### src/pulse_counter_defines.vh
// Constants for the gated pulse train counter
`ifndef PULSE_COUNTER_DEFINES_VH
`define PULSE_COUNTER_DEFINES_VH

// ============================================================
// Register offsets
`define OFS_CTRL        4'h0
`define OFS_DELAY       4'h1
`define OFS_WIDTH       4'h2
`define OFS_COUNT       4'h3
`define OFS_STATUS      4'h4
`define OFS_ACT_DELAY   4'h5
`define OFS_ACT_WIDTH   4'h6
`define OFS_MEAS        4'h7
`define OFS_DONE_CNT    4'h8

// ============================================================
// Control fields
`define CTRL_START_BIT  0
`define CTRL_STOP_BIT   1
`define CTRL_POL_BIT    2
`define CTRL_EXT_BIT    3
`define CTRL_GATE_LO    4
`define CTRL_GATE_HI    6
`define CTRL_MEAS_BIT   7
`define CTRL_MTYPE_LO   8
`define CTRL_MTYPE_HI   9

// ============================================================
// Reset values and limits
`define RST_GATE_MODE   3'h0
`define RST_MTYPE       2'h2
`define RST_DELAY       16'h0001
`define RST_WIDTH       16'h0001
`define MIN_PERIOD_CYC  3
`define INT_TB_HZ       10000000
`define SYS_HZ          40000000
`define INT_TB_DIV      (`SYS_HZ / `INT_TB_HZ)

`endif

### src/edge_watch.v
// Edge detector for a synchronous input, comparing it with its registered previous value
`timescale 1ns/100ps
`default_nettype none

module edge_watch (
    input  wire clk_sys,
    input  wire rst_b,
    input  wire sig,
    output wire rise,
    output wire fall
);

    reg last_q;

    always @(posedge clk_sys) begin
        if (!rst_b) begin
            last_q <= 1'b0;
        end else begin
            last_q <= sig;
        end
    end

    assign rise = sig & ~last_q;
    assign fall = ~sig & last_q;

endmodule
`default_nettype wire

### src/gated_pulse_train_counter.v
// Gated pulse train generator and gate width/period meter
// What this block does
// RL1 - Pulse count zero runs forever; otherwise emit exactly the requested count. Here a count of all ones also runs forever, in every gate mode.
// RL2 - One cycle lasts delay plus width timebase ticks, setting repetition rate.
// RL3 - Pulse phase length is software width, giving duty cycle; default half.
// RL4 - Zero or full duty is clamped so a cycle spans at least three ticks.
// RL5 - Internal timebase unless external selected; external tick from timebase input.
// RL6 - Gate mode zero ignores gate, starts on software start.
// RL7 - Mode one counts while gate high, mode two while gate low.
// RL8 - Mode three starts on gate rising edge, mode four on falling.
// RL9 - Count zero with edge mode: one pulse per edge, retriggerable.
// RL10 - Count all ones with edge mode: continuous train from the edge.
// RL11 - Polarity zero: delay low, pulse high; polarity one inverted.
// RL12 - Achieved delay and width after clamping are readable by software.
// RL13 - Measurement counts internal ticks while the gate enables counting.
// RL14 - Measure high width, low width, rise-to-rise or fall-to-fall period.
// RL15 - Each cycle is a delay phase then a pulse phase, repeating.
// RL16 - After a finite count, hold delay level and stop until restarted.
//
// Strobed register access and the placing of the registers are this design's own decisions.
`timescale 1ns/100ps
`default_nettype none
`include "pulse_counter_defines.vh"

module gated_pulse_train_counter #(
    parameter integer CW = 16
) (
    input  wire          clk_sys,
    input  wire          rst_b,
    input  wire [3:0]    reg_addr,
    input  wire [31:0]   reg_wdata,
    input  wire          reg_wr,
    input  wire          reg_rd,
    output reg  [31:0]   reg_rdata,
    input  wire          counter_gate_input,
    input  wire          ext_timebase,
    output reg           counter_pulse_output
);

    // ============================================================
    // Configuration registers
    reg          pol_q;
    reg          ext_q;
    reg  [2:0]   gate_mode_q;
    reg          meas_q;
    reg  [1:0]   mtype_q;
    reg  [CW-1:0] delay_q;
    reg  [CW-1:0] width_q;
    reg  [31:0]  count_q;

    // ============================================================
    // Generator state
    localparam [1:0] ST_IDLE  = 2'd0;
    localparam [1:0] ST_ARMED = 2'd1;
    localparam [1:0] ST_DELAY = 2'd2;
    localparam [1:0] ST_PULSE = 2'd3;

    reg  [1:0]   state_q;
    reg  [1:0]   state_d;
    reg  [CW-1:0] phase_q;
    reg  [31:0]  done_q;
    reg          one_shot_q;
    reg          finished_q;

    // Measurement state
    reg  [CW-1:0] meas_cnt_q;
    reg  [CW-1:0] meas_res_q;
    reg          meas_run_q;
    reg          meas_valid_q;
    reg          meas_ovf_q;

    wire int_tick;
    wire gate_rise;
    wire gate_fall;
    wire ext_rise;

    tick_divider #(
        .DIV (`INT_TB_DIV)
    ) u_div (
        .clk_sys (clk_sys),
        .rst_b   (rst_b),
        .tick    (int_tick)
    );

    edge_watch u_gate_edge (
        .clk_sys (clk_sys),
        .rst_b   (rst_b),
        .sig     (counter_gate_input),
        .rise    (gate_rise),
        .fall    (gate_fall)
    );

    edge_watch u_tb_edge (
        .clk_sys (clk_sys),
        .rst_b   (rst_b),
        .sig     (ext_timebase),
        .rise    (ext_rise),
        .fall    ()
    );

    // ============================================================
    // Timebase and gate qualification
    wire tb_tick = ext_q ? ext_rise : int_tick; // [RL5]

    reg gate_ok;
    always @* begin
        case (gate_mode_q)
            3'd1:    gate_ok = counter_gate_input; // [RL7]
            3'd2:    gate_ok = ~counter_gate_input; // [RL7]
            default: gate_ok = 1'b1; // [RL6]
        endcase
    end

    wire edge_mode = (gate_mode_q == 3'd3) || (gate_mode_q == 3'd4);
    wire trig = (gate_mode_q == 3'd3) ? gate_rise : // [RL8]
                (gate_mode_q == 3'd4) ? gate_fall : 1'b0;

    // Clamp a zero delay or width so delay + width is at least three ticks
    wire [CW-1:0] act_delay = (delay_q == {CW{1'b0}}) ? // [RL4]
        ((width_q >= 2) ? {{(CW-1){1'b0}}, 1'b1} : {{(CW-2){1'b0}}, 2'b10}) : delay_q;
    wire [CW-1:0] act_width = (width_q == {CW{1'b0}}) ? // [RL4]
        ((delay_q >= 2) ? {{(CW-1){1'b0}}, 1'b1} : {{(CW-2){1'b0}}, 2'b10}) : width_q;

    wire wr_ctrl = reg_wr && (reg_addr == `OFS_CTRL);
    wire start   = wr_ctrl && reg_wdata[`CTRL_START_BIT];
    wire stop    = wr_ctrl && reg_wdata[`CTRL_STOP_BIT];
    wire step    = tb_tick && gate_ok;

    // Infinite when count is zero (except edge one-shot) or all ones
    wire infinite = ((count_q == 32'h0000_0000) && !edge_mode) || // [RL1]
                    (count_q == 32'hFFFF_FFFF); // [RL10]
    wire last_pulse = one_shot_q ||
                      (!infinite && (done_q + 32'h0000_0001 >= count_q)); // [RL16]

    // ============================================================
    // Register writes
    always @(posedge clk_sys) begin
        if (!rst_b) begin
            pol_q       <= 1'b0;
            ext_q       <= 1'b0;
            gate_mode_q <= `RST_GATE_MODE;
            meas_q      <= 1'b0;
            mtype_q     <= `RST_MTYPE;
            delay_q     <= `RST_DELAY;
            width_q     <= `RST_WIDTH; // [RL3]
            count_q     <= 32'h0000_0000; // [RL1]
        end else if (reg_wr) begin
            case (reg_addr)
                `OFS_CTRL: begin
                    pol_q       <= reg_wdata[`CTRL_POL_BIT];
                    ext_q       <= reg_wdata[`CTRL_EXT_BIT];
                    gate_mode_q <= reg_wdata[`CTRL_GATE_HI:`CTRL_GATE_LO];
                    meas_q      <= reg_wdata[`CTRL_MEAS_BIT];
                    mtype_q     <= reg_wdata[`CTRL_MTYPE_HI:`CTRL_MTYPE_LO];
                end
                `OFS_DELAY: delay_q <= reg_wdata[CW-1:0];
                `OFS_WIDTH: width_q <= reg_wdata[CW-1:0];
                `OFS_COUNT: count_q <= reg_wdata;
                default: begin
                end
            endcase
        end
    end

    // ============================================================
    // Pulse train sequencer
    always @* begin
        state_d = state_q;
        case (state_q)
            ST_IDLE: begin
                // The measure bit of this same write decides, not the stored one
                if (start && !reg_wdata[`CTRL_MEAS_BIT]) begin
                    state_d = (reg_wdata[`CTRL_GATE_HI:`CTRL_GATE_LO] == 3'd3 ||
                               reg_wdata[`CTRL_GATE_HI:`CTRL_GATE_LO] == 3'd4) ?
                              ST_ARMED : ST_DELAY;
                end
            end
            ST_ARMED: begin
                if (trig) begin
                    state_d = ST_DELAY; // [RL8]
                end
            end
            ST_DELAY: begin
                if (step && phase_q + 1'b1 >= act_delay) begin
                    state_d = ST_PULSE; // [RL15]
                end
            end
            ST_PULSE: begin
                if (step && phase_q + 1'b1 >= act_width) begin
                    state_d = last_pulse ? (one_shot_q ? ST_ARMED : ST_IDLE)
                                         : ST_DELAY; // [RL2] [RL15]
                end
            end
            default: state_d = ST_IDLE;
        endcase
        // Retrigger restarts the delay phase from any running state
        if (one_shot_q && trig && state_q != ST_IDLE) begin
            state_d = ST_DELAY; // [RL9]
        end
        if (stop) begin
            state_d = ST_IDLE;
        end
    end

    always @(posedge clk_sys) begin
        if (!rst_b) begin
            state_q    <= ST_IDLE;
            phase_q    <= {CW{1'b0}};
            done_q     <= 32'h0000_0000;
            one_shot_q <= 1'b0;
            finished_q <= 1'b0;
        end else begin
            state_q <= state_d;
            if (state_d != state_q || (one_shot_q && trig)) begin
                phase_q <= {CW{1'b0}};
            end else if (step && (state_q == ST_DELAY || state_q == ST_PULSE)) begin
                phase_q <= phase_q + 1'b1;
            end
            if (start) begin
                done_q     <= 32'h0000_0000;
                finished_q <= 1'b0;
                one_shot_q <= (count_q == 32'h0000_0000) &&
                              (reg_wdata[`CTRL_GATE_HI:`CTRL_GATE_LO] == 3'd3 ||
                               reg_wdata[`CTRL_GATE_HI:`CTRL_GATE_LO] == 3'd4); // [RL9]
            end else if (state_q == ST_PULSE && state_d != ST_PULSE) begin
                done_q <= done_q + 32'h0000_0001;
                if (state_d == ST_IDLE) begin
                    finished_q <= 1'b1; // [RL16]
                end
            end
        end
    end

    // Output flop: idle and delay show the delay level
    always @(posedge clk_sys) begin
        if (!rst_b) begin
            counter_pulse_output <= 1'b0;
        end else begin
            counter_pulse_output <= (state_d == ST_PULSE) ^ pol_q; // [RL11]
        end
    end

    // ============================================================
    // Width and period measurement
    reg meas_en;
    reg meas_end;
    always @* begin
        case (mtype_q)
            2'd0:    begin meas_en = gate_rise; meas_end = gate_fall; end
            2'd1:    begin meas_en = gate_fall; meas_end = gate_rise; end
            2'd3:    begin meas_en = gate_fall; meas_end = gate_fall; end
            default: begin meas_en = gate_rise; meas_end = gate_rise; end
        endcase
    end

    always @(posedge clk_sys) begin
        if (!rst_b) begin
            meas_cnt_q   <= {CW{1'b0}};
            meas_res_q   <= {CW{1'b0}};
            meas_run_q   <= 1'b0;
            meas_valid_q <= 1'b0;
            meas_ovf_q   <= 1'b0;
        end else if (!meas_q || start) begin
            meas_run_q <= 1'b0;
            if (start) begin
                meas_valid_q <= 1'b0;
                meas_ovf_q   <= 1'b0;
            end
        end else if (meas_run_q && meas_end) begin
            // A tick on the closing edge counts too, so the window is exact
            if (int_tick && meas_cnt_q != {CW{1'b1}}) begin
                meas_res_q <= meas_cnt_q + 1'b1; // [RL14]
            end else begin
                meas_res_q <= meas_cnt_q; // [RL14]
            end
            meas_valid_q <= 1'b1;
            meas_run_q   <= 1'b0;
        end else if (!meas_run_q && !meas_valid_q && meas_en) begin
            meas_run_q <= 1'b1;
            meas_cnt_q <= {CW{1'b0}};
        end else if (meas_run_q && int_tick) begin
            // Internal timebase only, so time equals count over 10 MHz
            if (meas_cnt_q == {CW{1'b1}}) begin
                meas_ovf_q <= 1'b1;
            end else begin
                meas_cnt_q <= meas_cnt_q + 1'b1; // [RL13]
            end
        end
    end

    // ============================================================
    // Read port, data valid the cycle after the strobe
    always @(posedge clk_sys) begin
        if (!rst_b) begin
            reg_rdata <= 32'h0000_0000;
        end else if (reg_rd) begin
            case (reg_addr)
                `OFS_CTRL:      reg_rdata <= {22'h00_0000, mtype_q, meas_q,
                                              gate_mode_q, ext_q, pol_q, 2'b00};
                `OFS_DELAY:     reg_rdata <= {{(32-CW){1'b0}}, delay_q};
                `OFS_WIDTH:     reg_rdata <= {{(32-CW){1'b0}}, width_q};
                `OFS_COUNT:     reg_rdata <= count_q;
                `OFS_STATUS:    reg_rdata <= {25'h000_0000, meas_ovf_q, meas_valid_q,
                                              meas_run_q, finished_q, state_q, 1'b0};
                `OFS_ACT_DELAY: reg_rdata <= {{(32-CW){1'b0}}, act_delay}; // [RL12]
                `OFS_ACT_WIDTH: reg_rdata <= {{(32-CW){1'b0}}, act_width}; // [RL12]
                `OFS_MEAS:      reg_rdata <= {{(32-CW){1'b0}}, meas_res_q};
                `OFS_DONE_CNT:  reg_rdata <= done_q;
                default:        reg_rdata <= 32'h0000_0000;
            endcase
        end else begin
            reg_rdata <= 32'h0000_0000;
        end
    end

endmodule
`default_nettype wire

### src/tick_divider.v
// Divider producing the internal timebase enable pulse
`timescale 1ns/100ps
`default_nettype none

module tick_divider #(
    parameter integer DIV = 4
) (
    input  wire clk_sys,
    input  wire rst_b,
    output reg  tick
);

    reg [7:0] cnt_q;

    always @(posedge clk_sys) begin
        if (!rst_b) begin
            cnt_q <= 8'h00;
            tick  <= 1'b0;
        end else if (cnt_q == DIV[7:0] - 8'h01) begin
            cnt_q <= 8'h00;
            tick  <= 1'b1;
        end else begin
            cnt_q <= cnt_q + 8'h01;
            tick  <= 1'b0;
        end
    end

endmodule
`default_nettype wire
### config.mk
export PLATFORM = sky130hd
export DESIGN_NAME = gated_pulse_train_counter
export DESIGN_NICKNAME = d
export VERILOG_FILES = /design/src/edge_watch.v /design/src/gated_pulse_train_counter.v /design/src/tick_divider.v
export VERILOG_INCLUDE_DIRS = /design/src
export SDC_FILE = /design/constraint.sdc
export NUM_CORES = 1
export LEC_CHECK = 0
export BUFFER_PORTS_ARGS = -buffer_cell sky130_fd_sc_hd__buf_2
export CAP_MARGIN = 20
export CORE_AREA = 5 5 176 178
export CTS_CLUSTER_DIAMETER = 30
export CTS_CLUSTER_SIZE = 12
export DETAILED_ROUTE_END_ITERATION = 8
export DIE_AREA = 0 0 181 183
export PLACE_DENSITY = 0.6
export RECOVER_POWER = 100
export SYNTH_ARGS = -nofsm -noshare
export SYNTH_HDL_FRONTEND = slang
export SYNTH_HIERARCHICAL = 1
export SYNTH_SLANG_ARGS = --single-unit
export TNS_END_PERCENT = 100
### constraint.sdc
create_clock -name clk_sys -period 5.87 [get_ports clk_sys]
set_input_delay 0.2935 -clock clk_sys [delete_from_list [all_inputs] [get_ports clk_sys]]
set_output_delay 0.2935 -clock clk_sys [all_outputs]
set_load 0.01 [all_outputs]
==> flow_metrics.env, run 1 <==
export IMPL_port_buffers=74
export IMPL_regArea_um2=4060
export IMPL_clock_latency_ns=0.55
export IMPL_die_area_um2=33100
export IMPL_antenna_found_initial=0
export IMPL_wl_per_cell_um=18.3
export IMPL_synthToLayoutAreaGrowth_pct=21.9
export IMPL_crit_type="flop to flop"
export IMPL_hold_path_class="input pin to flop"
export IMPL_nFillCells=2855
export IMPL_postCtsSetupRepairBufs=0
export IMPL_grt_pass1_vias=10200
export IMPL_ir_drop_uv=229
export IMPL_skew_ns=0.0269
export IMPL_worstMarginPinSlew_ns=3.80
export IMPL_post_route_period_util=0.869
export IMPL_outcome="complete, but fails checks"
export IMPL_drt_iter0_markers=1088
export IMPL_wl_mm=36.0
export IMPL_yosysWarnings=6
export IMPL_boundaryPins=75
export IMPL_p_int_mw=3.44
export IMPL_worstSetupStartpointType="flop"
export IMPL_ant_nets=0
export IMPL_cp_cell_sequence="nand2_1 > or3_1 > nor4_1 > and4_1 > and3_1 > nand3_1 > xnor2_1 > ha_1 > nand4_1 > nor4_1 > a211oi_1 > or3_1 > a211oi_1 > mux2i_1"
export IMPL_p_clk_frac=0.648
export IMPL_synth_cells=1459
export IMPL_period_minus_slack_ns=5.10
export IMPL_cts_repair_resized=0
export IMPL_slew_headroom=-1.53
export IMPL_syn_avg_cell_area_um2=7.87
export IMPL_worstHoldStart="reg_wdata[29]"
export IMPL_die_y_um=183
export IMPL_cp_num_buf_inv=0
export IMPL_multi_input_area_um2=6780
export IMPL_drcViolationCount=0
export IMPL_htreeDepth=2
export IMPL_grt_max_degree=105
export IMPL_vias=10900
export IMPL_cts_buffers=52
export IMPL_coreArea_um2=29200
export IMPL_die_w_um=181
export IMPL_path_clk_slew_ns=0.05
export IMPL_num_rows=63
export IMPL_first_pass_iters=7
export IMPL_hold_ws_ns=0.0120
export IMPL_grt_ovfl_total=0
export IMPL_critical_path_slowest_cell="or3_1"
export IMPL_swShare=0.230
export IMPL_power_density_nw_per_um2=320
export IMPL_final_nets=1655
export IMPL_setup_viol=0
export IMPL_fmax_ghz=0.196
export IMPL_worstPathArrival_ns=5.56
export IMPL_layout_drive_gt1_share=0.106
export IMPL_cp_required_ns=6.33
export IMPL_place_ws_ns=0.989
export IMPL_drv_slew=144
export IMPL_viasPerCell=5.54
export IMPL_syn_area_um2=11500
export IMPL_r2r_start="done_q[2]"
export IMPL_num_antenna_cells=0
export IMPL_pwr_share_comb=0.038
export IMPL_tns_ns=0
export IMPL_syn_num_nets=1571
export IMPL_timing_rr_end="done_q[16]"
export IMPL_start_util=0.393
export IMPL_critPathMaxFanout=24
export IMPL_placed_cells=1864
export IMPL_clkSinkCount=203
export IMPL_grt_pass1_wl_mm=56.3
export IMPL_hold_path_depth=3
export IMPL_p_seq_frac=0.314
export IMPL_p_switching_mw=1.03
export IMPL_ctsRootBufferMaster="clkbuf_16"
export IMPL_p_leak_nw=5.08
export IMPL_hold_buffers=12
export IMPL_cts_buffer_depth=3
export IMPL_violations="max-capacitance violations, max-slew violations"
export IMPL_rr_worst_depth=14
export IMPL_instances_no_fill=1974
export IMPL_gp_congestion=0.909
export IMPL_rsz0062_at_grt="no"
export IMPL_worst_r2r_setup_slack_ns=0.77
export IMPL_setup_ws_ns=0.772
export IMPL_worst_path_largest_cell_delay_ns=0.81
export IMPL_endpoint_kind="flop"
export IMPL_grt_util_all_layers=0.208
export IMPL_cts_tree="done"
export IMPL_drv_cap=4
export IMPL_crit_family="simple AND/OR/NAND/NOR gates"
export IMPL_hpwl_mm=26.0
export IMPL_final_hold_violation_count=0
export IMPL_holdPathEnd="count_q[29]"
layer usage:
metal | up-vias | part of all wire | wire length, um | GRT usage
met5 | - | 0 | 0 | 0
met4 | 0 | 0.024 | 873 | 0.0624
met3 | 61 | 0.066 | 2390 | 0.0357
met2 | 361 | 0.46 | 16500 | 0.339
met1 | 5204 | 0.45 | 16300 | 0.286
li1 | 5315 | - | - | -
cell type report:
type	instances	share of cell area
well taps	390	0.0349
clock inverters	33	0.0296
clock buffers	62	0.0993
flip-flops and latches	203	0.290
inverters	74	0.0199
repair buffers	105	0.0416
multi-input cells	1107	0.484
placed cells by master (no fill, tap or decap), types with 5 or more instances in the layout:
cell type        n
o21ai_0         44
clkinv_4        10
nand3_1         41
inv_1           73
xnor2_1         40
buf_2           39
buf_4           10
or3_1           12
a31oi_1         15
dlygate4sd3_1   12
xor2_1          32
bufinv_16        7
nand2b_1        37
nor3_1          35
nor2_1          96
a22oi_1         24
nor4_1          21
o22ai_1          5
a211oi_1        14
dfxtp_1        203
ha_1            70
clkbuf_16       53
and2_1          11
a21o_1           5
nand4_1         37
or3b_2           9
nand2_1        261
nor2b_1         11
a222oi_1        17
and3_1          17
a21oi_1        153
inv_6            5
clkbuf_1        47
clkinvlp_4       7
mux2i_1         38
registers in the layout, summed over array words and instances, names as in the netlist, 2 cells and up:
register / cells
count_q: 32
done_q: 32
reg_rdata: 32
delay_q: 16
meas_cnt_q: 16
meas_res_q: 16
phase_q: 16
width_q: 16
u_div/cnt_q: 8
gate_mode_q: 3
mtype_q: 2
state_q: 2
power groups by stage:
stage | logic (mW) | clock network [mW] | registers [mW]
final | 0.169 | 2.90 | 1.41
after global routing | 0.184 | 3.01 | 1.41
after CTS | 0.169 | 2.93 | 1.41
after detailed placement | 0.162 | 0 | 1.43
after global placement | 0.159 | 0 | 1.43
after floorplan | 0.101 | 0 | 1.43
stage by stage:
| step | power, mW | util | instance area, um2 |
|---|---|---|---|
| after detailed placement | 1.59 | 0.416 | 12200 |
| final | 4.47 | 0.479 | 14000 |
| after CTS | 4.50 | 0.481 | 14100 |
| after global placement | 1.59 | 0.415 | 12100 |
| after global routing | 4.60 | 0.479 | 14000 |
| after floorplan | 1.53 | - | 11500 |
worst max-delay path by stage:
stage	from	to	slack (ns)	depth (start not counted)
after floorplan	done_q[0]	phase_q[10]	1.66	16
after global placement	done_q[2]	done_q[16]	1.05	14
after detailed placement	done_q[0]	done_q[16]	0.99	15
after CTS	done_q[0]	done_q[16]	0.96	15
after global routing	done_q[8]	done_q[29]	0.32	16
final	done_q[2]	done_q[16]	0.77	14
worst register-to-register path, delay by kind of cell, from the launching register on:
family	cells	cell delay [ns]
multiplexers	1	0.21
AND/OR/NAND/NOR	9	3.32
XOR/XNOR	1	0.17
adder cells (fa/ha/maj)	1	0.29
AO/OA/AOI/OAI	2	0.56
flip-flops	1	0.46
No activity file was read; power rests on OpenSTA's default activity.
==> inputs of run 2 (changes only) <==
--- a/config.mk
+++ b/config.mk
@@ -10,5 +10,4 @@
 export CAP_MARGIN = 20
 export CORE_AREA = 5 5 176 178
-export CTS_CLUSTER_DIAMETER = 30
 export CTS_CLUSTER_SIZE = 12
 export DETAILED_ROUTE_END_ITERATION = 8
==> constraint.sdc (replaced) <==
create_clock -name clk_sys -period 5.87 [get_ports clk_sys]
set_input_delay 0.2935 -clock clk_sys [delete_from_list [all_inputs] [get_ports clk_sys]]
set_output_delay 0.2935 -clock clk_sys [all_outputs]
set_load 0.005 [all_outputs]
==> run 2 against run 1 <==
  * The run still ends with max-capacitance violations, max-slew violations left
  * Highest routed layer unchanged
  * Critical path depth rose by 2
  * Final cell count decreased by 3.1%
  * Sequential power barely moved
  * First-iteration DRC count down 6.7%
  * Core utilization fell by 3.7 points
==> flow_metrics.env, run 2 (synthesis results as in run 1) <==
export IMPL_outcome="complete, but fails checks"
export IMPL_violations="max-capacitance violations, max-slew violations"
export IMPL_drcViolationCount=0
export IMPL_layout_cells_most_common="nand2_1"
export IMPL_rr_worst_depth=16
export IMPL_grt_pass1_vias=9927
export IMPL_grt_util_all_layers=0.205
export IMPL_die_area_um2=33100
export IMPL_grt_ovfl_total=0
export IMPL_placed_cells=1864
export IMPL_wl_per_cell_um=18.5
export IMPL_critPathMaxFanout=24
export IMPL_worstSetupStartpointType="flop"
export IMPL_clkSinkCount=203
export IMPL_ir_drop_uv=233
export IMPL_hpwl_mm=26.0
export IMPL_holdPathEnd="count_q[25]"
export IMPL_power_density_nw_per_um2=240
export IMPL_power_mw=3.11
export IMPL_r2r_start="done_q[4]"
export IMPL_vias=10600
export IMPL_period_minus_slack_ns=5.14
export IMPL_tns_ns=0
export IMPL_cp_required_ns=6.27
export IMPL_cts_buffers=25
export IMPL_wl_mm=35.4
export IMPL_coreArea_um2=29200
export IMPL_hold_ws_ns=0.0152
export IMPL_worst_r2r_setup_slack_ns=0.73
export IMPL_hold_path_class="input pin to flop"
export IMPL_antenna_found_initial=0
export IMPL_rsz0062_at_grt="no"
export IMPL_die_y_um=183
export IMPL_final_hold_violation_count=0
export IMPL_setup_viol=0
export IMPL_fmax_ghz=0.195
export IMPL_final_nets=1618
export IMPL_cts_tree="done"
export IMPL_num_antenna_cells=0
export IMPL_start_util=0.393
export IMPL_num_rows=63
export IMPL_post_route_period_util=0.875
export IMPL_worstMarginPinSlew_ns=3.77
export IMPL_p_leak_nw=4.62
export IMPL_hold_path_depth=3
export IMPL_slew_headroom=-1.52
export IMPL_timing_rr_end="done_q[16]"
export IMPL_drv_cap=4
export IMPL_path_clk_slew_ns=0.06
export IMPL_ant_nets=0
export IMPL_endpoint_kind="flop"
export IMPL_crit_type="flop to flop"
export IMPL_layout_common_cells="nand2_1 (261), dfxtp_1 (203), a21oi_1 (153), nor2_1 (96), inv_1 (73)"
export IMPL_gp_congestion=0.909
export IMPL_die_w_um=181
export IMPL_synthToLayoutAreaGrowth_pct=12.6
export IMPL_cts_buffer_depth=3
export IMPL_port_buffers=74
export IMPL_skew_ns=0.0267
export IMPL_ctsRootBufferMaster="clkbuf_16"
export IMPL_nFillCells=2944
export IMPL_grt_pass1_wl_mm=55.4
export IMPL_boundaryPins=75
export IMPL_htreeDepth=1
export IMPL_largestRegisters="count_q (32), done_q (32), reg_rdata (32)"
export IMPL_clock_latency_ns=0.54
export IMPL_layout_drive_gt1_share=0.0841
export IMPL_viasPerCell=5.57
export IMPL_grt_max_degree=105
export IMPL_worstHoldStart="reg_wdata[25]"
export IMPL_first_pass_iters=6
export IMPL_drv_slew=161
export IMPL_worstPathArrival_ns=5.53
export IMPL_instances_no_fill=1912
export IMPL_drt_iter0_markers=1015
==> run 2: cell count changes in the layout (fill, tap and decap cells not counted), sizes merged <==
cell | before | now
clkinvlp | 8 | 2
bufinv | 7 | 2
clkinv | 14 | 4
dlygate4sd3 | 12 | 2
buf | 52 | 63
clkbuf | 103 | 65
inv | 78 | 74
==> run 2: routing by layer <==
metal  GRT usage  part of all wire
met4      0.0594             0.028
met2       0.334              0.46
met3      0.0256             0.062
met5           0                 0
met1       0.286              0.45
==> run 2: critical path: stages (launching register included) <==
cell	delay, ns
dfxtp_1	0.46
nand3_1	0.14
or3_1	0.36
nor4_1	0.68
and4_1	0.37
and3_1	0.38
nand3_1	0.14
xnor2_1	0.15
ha_1	0.30
a21oi_1	0.14
nor2b_1	0.06
o21ai_0	0.16
nand3_1	0.09
a211oi_1	0.35
or3_1	0.85
a211oi_1	0.19
mux2i_1	0.17
==> run 2: repair_timing <==
action                                 CTS  global route
hold buffers                             2             0
setup buffers                            0             0
endpoints found under the hold margin    2             0
resized for setup                        0             0
==> run 2: stage by stage <==
stage,setup WS [ns],instance area (um2),util
after floorplan,1.66,11500,-
after global placement,1.05,12100,0.415
after detailed placement,0.989,12200,0.416
after CTS,0.924,13000,0.444
after global routing,0.321,12900,0.442
final,0.734,12900,0.442
==> run 2: worst max-delay path by stage <==
stage	startpoint	to	slack (ns)
floorplan	done_q[0]	phase_q[10]	1.66
global placement	done_q[2]	done_q[16]	1.05
detailed placement	done_q[0]	done_q[16]	0.99
CTS	done_q[0]	done_q[16]	0.92
global route	done_q[8]	done_q[29]	0.32
finish	done_q[4]	done_q[16]	0.73
==> run 2: final cells by class <==
class                      count  area, um2  share of cell area
multi-input combinational   1107       6780               0.524
clock buffer                  35        723              0.0560
tap                          390        488              0.0378
inverter                      74        279              0.0216
sequential                   203       4060               0.315
timing repair buffer          95        494              0.0382
clock inverter                 8       96.3             0.00746
==> run 2: where the power goes <==
part	leakage (nW)	internal [mW]	switching [mW]
registers	1.64	1.39	0.0137
clock network	0.405	0.940	0.603
logic	2.58	0.0506	0.111
total	4.62	2.38	0.728
==> inputs of run 3 (changes only) <==
Settings changed: SYNTH_HIERARCHICAL 1 to unset.
==> run 3 against run 2 <==
  * Clock power grew 7%
  * Fmax shrank 1.6%
  * Global-route usage grew 0.57 points
  * Register-to-register slack lost 0.08 ns
  * Die area is the same
  * The run still ends with max-capacitance violations, max-slew violations left
==> flow_metrics.env, run 3 <==
export IMPL_synth_area_top_cells="dfxtp_1 (35%), nand2_1 (8.8%), ha_1 (7.6%)"
export IMPL_grt_util_all_layers=0.210
export IMPL_layout_common_cells="nand2_1 (269), dfxtp_1 (203), a21oi_1 (149), nor2_1 (110), ha_1 (70)"
export IMPL_multi_input_area_um2=6820
export IMPL_period_minus_slack_ns=5.22
export IMPL_path_clk_slew_ns=0.06
export IMPL_die_w_um=181
export IMPL_hpwl_mm=26.7
export IMPL_worstSetupStartpointType="flop"
export IMPL_worstMarginPinSlew_ns=4.37
export IMPL_syn_num_nets=1580
export IMPL_hold_path_class="input pin to flop"
export IMPL_outcome="complete, but fails checks"
export IMPL_postCtsSetupRepairBufs=0
export IMPL_cts_buffers=24
export IMPL_vias=10800
export IMPL_syn_avg_cell_area_um2=7.85
export IMPL_largestRegisters="count_q (32), done_q (32), reg_rdata (32)"
export IMPL_grt_pass1_vias=10000
export IMPL_ir_drop_uv=178
export IMPL_ys_top_cells_by_count="nand2_1 (269), dfxtp_1 (203), a21oi_1 (148)"
export IMPL_power_density_nw_per_um2=247
export IMPL_rsz0062_at_grt="no"
export IMPL_regArea_um2=4060
export IMPL_tns_ns=0
export IMPL_grt_pass1_wl_mm=56.5
export IMPL_ant_nets=0
export IMPL_yosysTopAreaCell="dfxtp_1"
export IMPL_async_reset_ff_frac=0
export IMPL_die_area_um2=33100
export IMPL_worst_r2r_setup_slack_ns=0.65
export IMPL_htreeDepth=1
export IMPL_synth_most_common_cell="nand2_1"
export IMPL_critical_path_slowest_cell="o311ai_0"
export IMPL_synth_cells=1468
export IMPL_ctsRootBufferMaster="clkbuf_16"
export IMPL_cpMostUsedCell="nand3_1"
export IMPL_drt_iter0_markers=1131
export IMPL_worstPathArrival_ns=5.62
export IMPL_synthToLayoutAreaGrowth_pct=12.9
export IMPL_yosysWarnings=0
export IMPL_layout_cells_most_common="nand2_1"
export IMPL_yosysTopAreaCellShare=0.353
export IMPL_final_hold_violation_count=0
export IMPL_cts_tree="done"
export IMPL_endpoint_kind="flop"
export IMPL_ys_types=63
export IMPL_skew_ns=0.0211
export IMPL_drcViolationCount=0
export IMPL_fmax_ghz=0.192
export IMPL_critPathMaxFanout=45
export IMPL_post_route_period_util=0.889
export IMPL_clock_latency_ns=0.53
export IMPL_place_ws_ns=1.00
export IMPL_layout_drive_gt1_share=0.0777
export IMPL_num_rows=63
export IMPL_clkSinkCount=203
export IMPL_syn_area_um2=11500
export IMPL_cp_num_buf_inv=1
export IMPL_boundaryPins=75
export IMPL_ys_ff_latch=203
export IMPL_wl_per_cell_um=19.0
export IMPL_synthFlopType="dfxtp_1"
export IMPL_ys_seq_area_frac=0.353
export IMPL_violations="max-capacitance violations, max-slew violations"
export IMPL_setup_viol=0
export IMPL_nFillCells=2959
export IMPL_synth_edff_count=0
export IMPL_start_util=0.394
export IMPL_gp_congestion=0.921
export IMPL_cp_required_ns=6.27
export IMPL_drv_slew=99
export IMPL_first_pass_iters=6
export IMPL_slew_headroom=-1.91
export IMPL_viasPerCell=5.64
export IMPL_grt_ovfl_total=0
export IMPL_wl_mm=36.3
export IMPL_coreArea_um2=29200
export IMPL_antenna_found_initial=1
export IMPL_worst_path_largest_cell_delay_ns=0.86
export IMPL_crit_type="flop to flop"
export IMPL_die_y_um=183
export IMPL_cts_buffer_depth=3
export IMPL_final_nets=1614
export IMPL_drv_cap=1
export IMPL_p_leak_nw=4.67
export IMPL_port_buffers=74
export IMPL_setup_ws_ns=0.650
export IMPL_crit_family="compound AO/OA/AOI/OAI gates"
export IMPL_cp_cell_sequence="ha_1 > nand3_1 > nor2_1 > and3_1 > and3_1 > nand3_1 > nor2_1 > xor2_1 > ha_1 > a21o_1 > a21oi_1 > nand3_1 > o311ai_0 > a211oi_1 > o21ba_1 > buf_4 > a21oi_1 > mux2i_1"
export IMPL_grt_max_degree=104
[run 3: cell count changes in the layout (fill, tap and decap cells not counted), sizes merged, moves of 10 or more]
| cell | before | now |
|---|---|---|
| a211oi | 15 | 30 |
| nor3 | 35 | 21 |
| xor2 | 33 | 47 |
| a2111o | 2 | 15 |
| nor2 | 97 | 110 |
| or3b | 11 | 0 |
| clkbuf | 65 | 55 |
| nand2b | 37 | 27 |
[run 3: path summary, 6_finish.rpt]
| path | start | end | cells after the start |
|---|---|---|---|
| worst min register to register | u_div.cnt_q[0] | u_div.cnt_q[0] | 1 |
| worst max register to register | phase_q[0] | done_q[1] | 18 |
| worst min-delay path | reg_wdata[28] | count_q[28] | 3 |
| worst max-delay path | phase_q[0] | done_q[1] | 18 |
[run 3: where the power goes]
group / total, mW / internal, mW / switching, mW
sequential: 1.40 / 1.39 / 0.0144
combinational: 0.168 / 0.0518 / 0.116
clock: 1.65 / 1.04 / 0.604
total: 3.22 / 2.48 / 0.735
[run 3: final cells by class]
cell class,count,share of cell area
sequential,203,0.312
antenna,1,0.000192
tap,390,0.0375
clock buffer,32,0.0532
inverter,67,0.0194
multi-input combinational,1112,0.524
timing repair buffer,94,0.0395
clock inverter,10,0.0138
[run 3: per-stage QoR]
stage / cell area [um2] / total power, mW / hold slack [ns] / util / cells
floorplan: 11500 / 1.53 / 0.415 / - / 1468
global placement: 12100 / 1.60 / 0.444 / 0.415 / 1858
detailed placement: 12100 / 1.60 / 0.452 / 0.415 / 1859
CTS: 13000 / 3.25 / 0.00599 / 0.446 / 1904
global route: 13000 / 3.33 / 0.0112 / 0.445 / 1908
finish: 13000 / 3.22 / 0.0196 / 0.445 / 1909
[run 3: metal layers]
layer	part of all wire	up-vias	global-route usage
met1	0.46	5056	0.297
met4	0.033	2	0.0663
met3	0.069	69	0.0377
met5	0.00055	-	0
met2	0.44	369	0.328
li1	-	5270	-
[run 3: kinds of logic after synthesis]
| family | after synthesis | synth area share |
|---|---|---|
| AND/OR/NAND/NOR | 591 | 0.237 |
| multiplexers | 32 | 0.0279 |
| buffers and inverters | 153 | 0.0523 |
| flip-flops | 203 | 0.353 |
| adder cells (fa/ha/maj) | 70 | 0.0760 |
| XOR/XNOR | 78 | 0.0593 |
| AO/OA/AOI/OAI | 341 | 0.194 |
[run 3: repair_timing]
action	in CTS	in global routing
setup endpoints to repair	0	0
resized for setup	0	0
hold buffers	3	0
endpoints found under the hold margin	3	0
[run 3: tightest hold or removal path: stages]
cell and delay (ns):
buf_2 0.09, nand2_1 0.05, a21oi_1 0.05
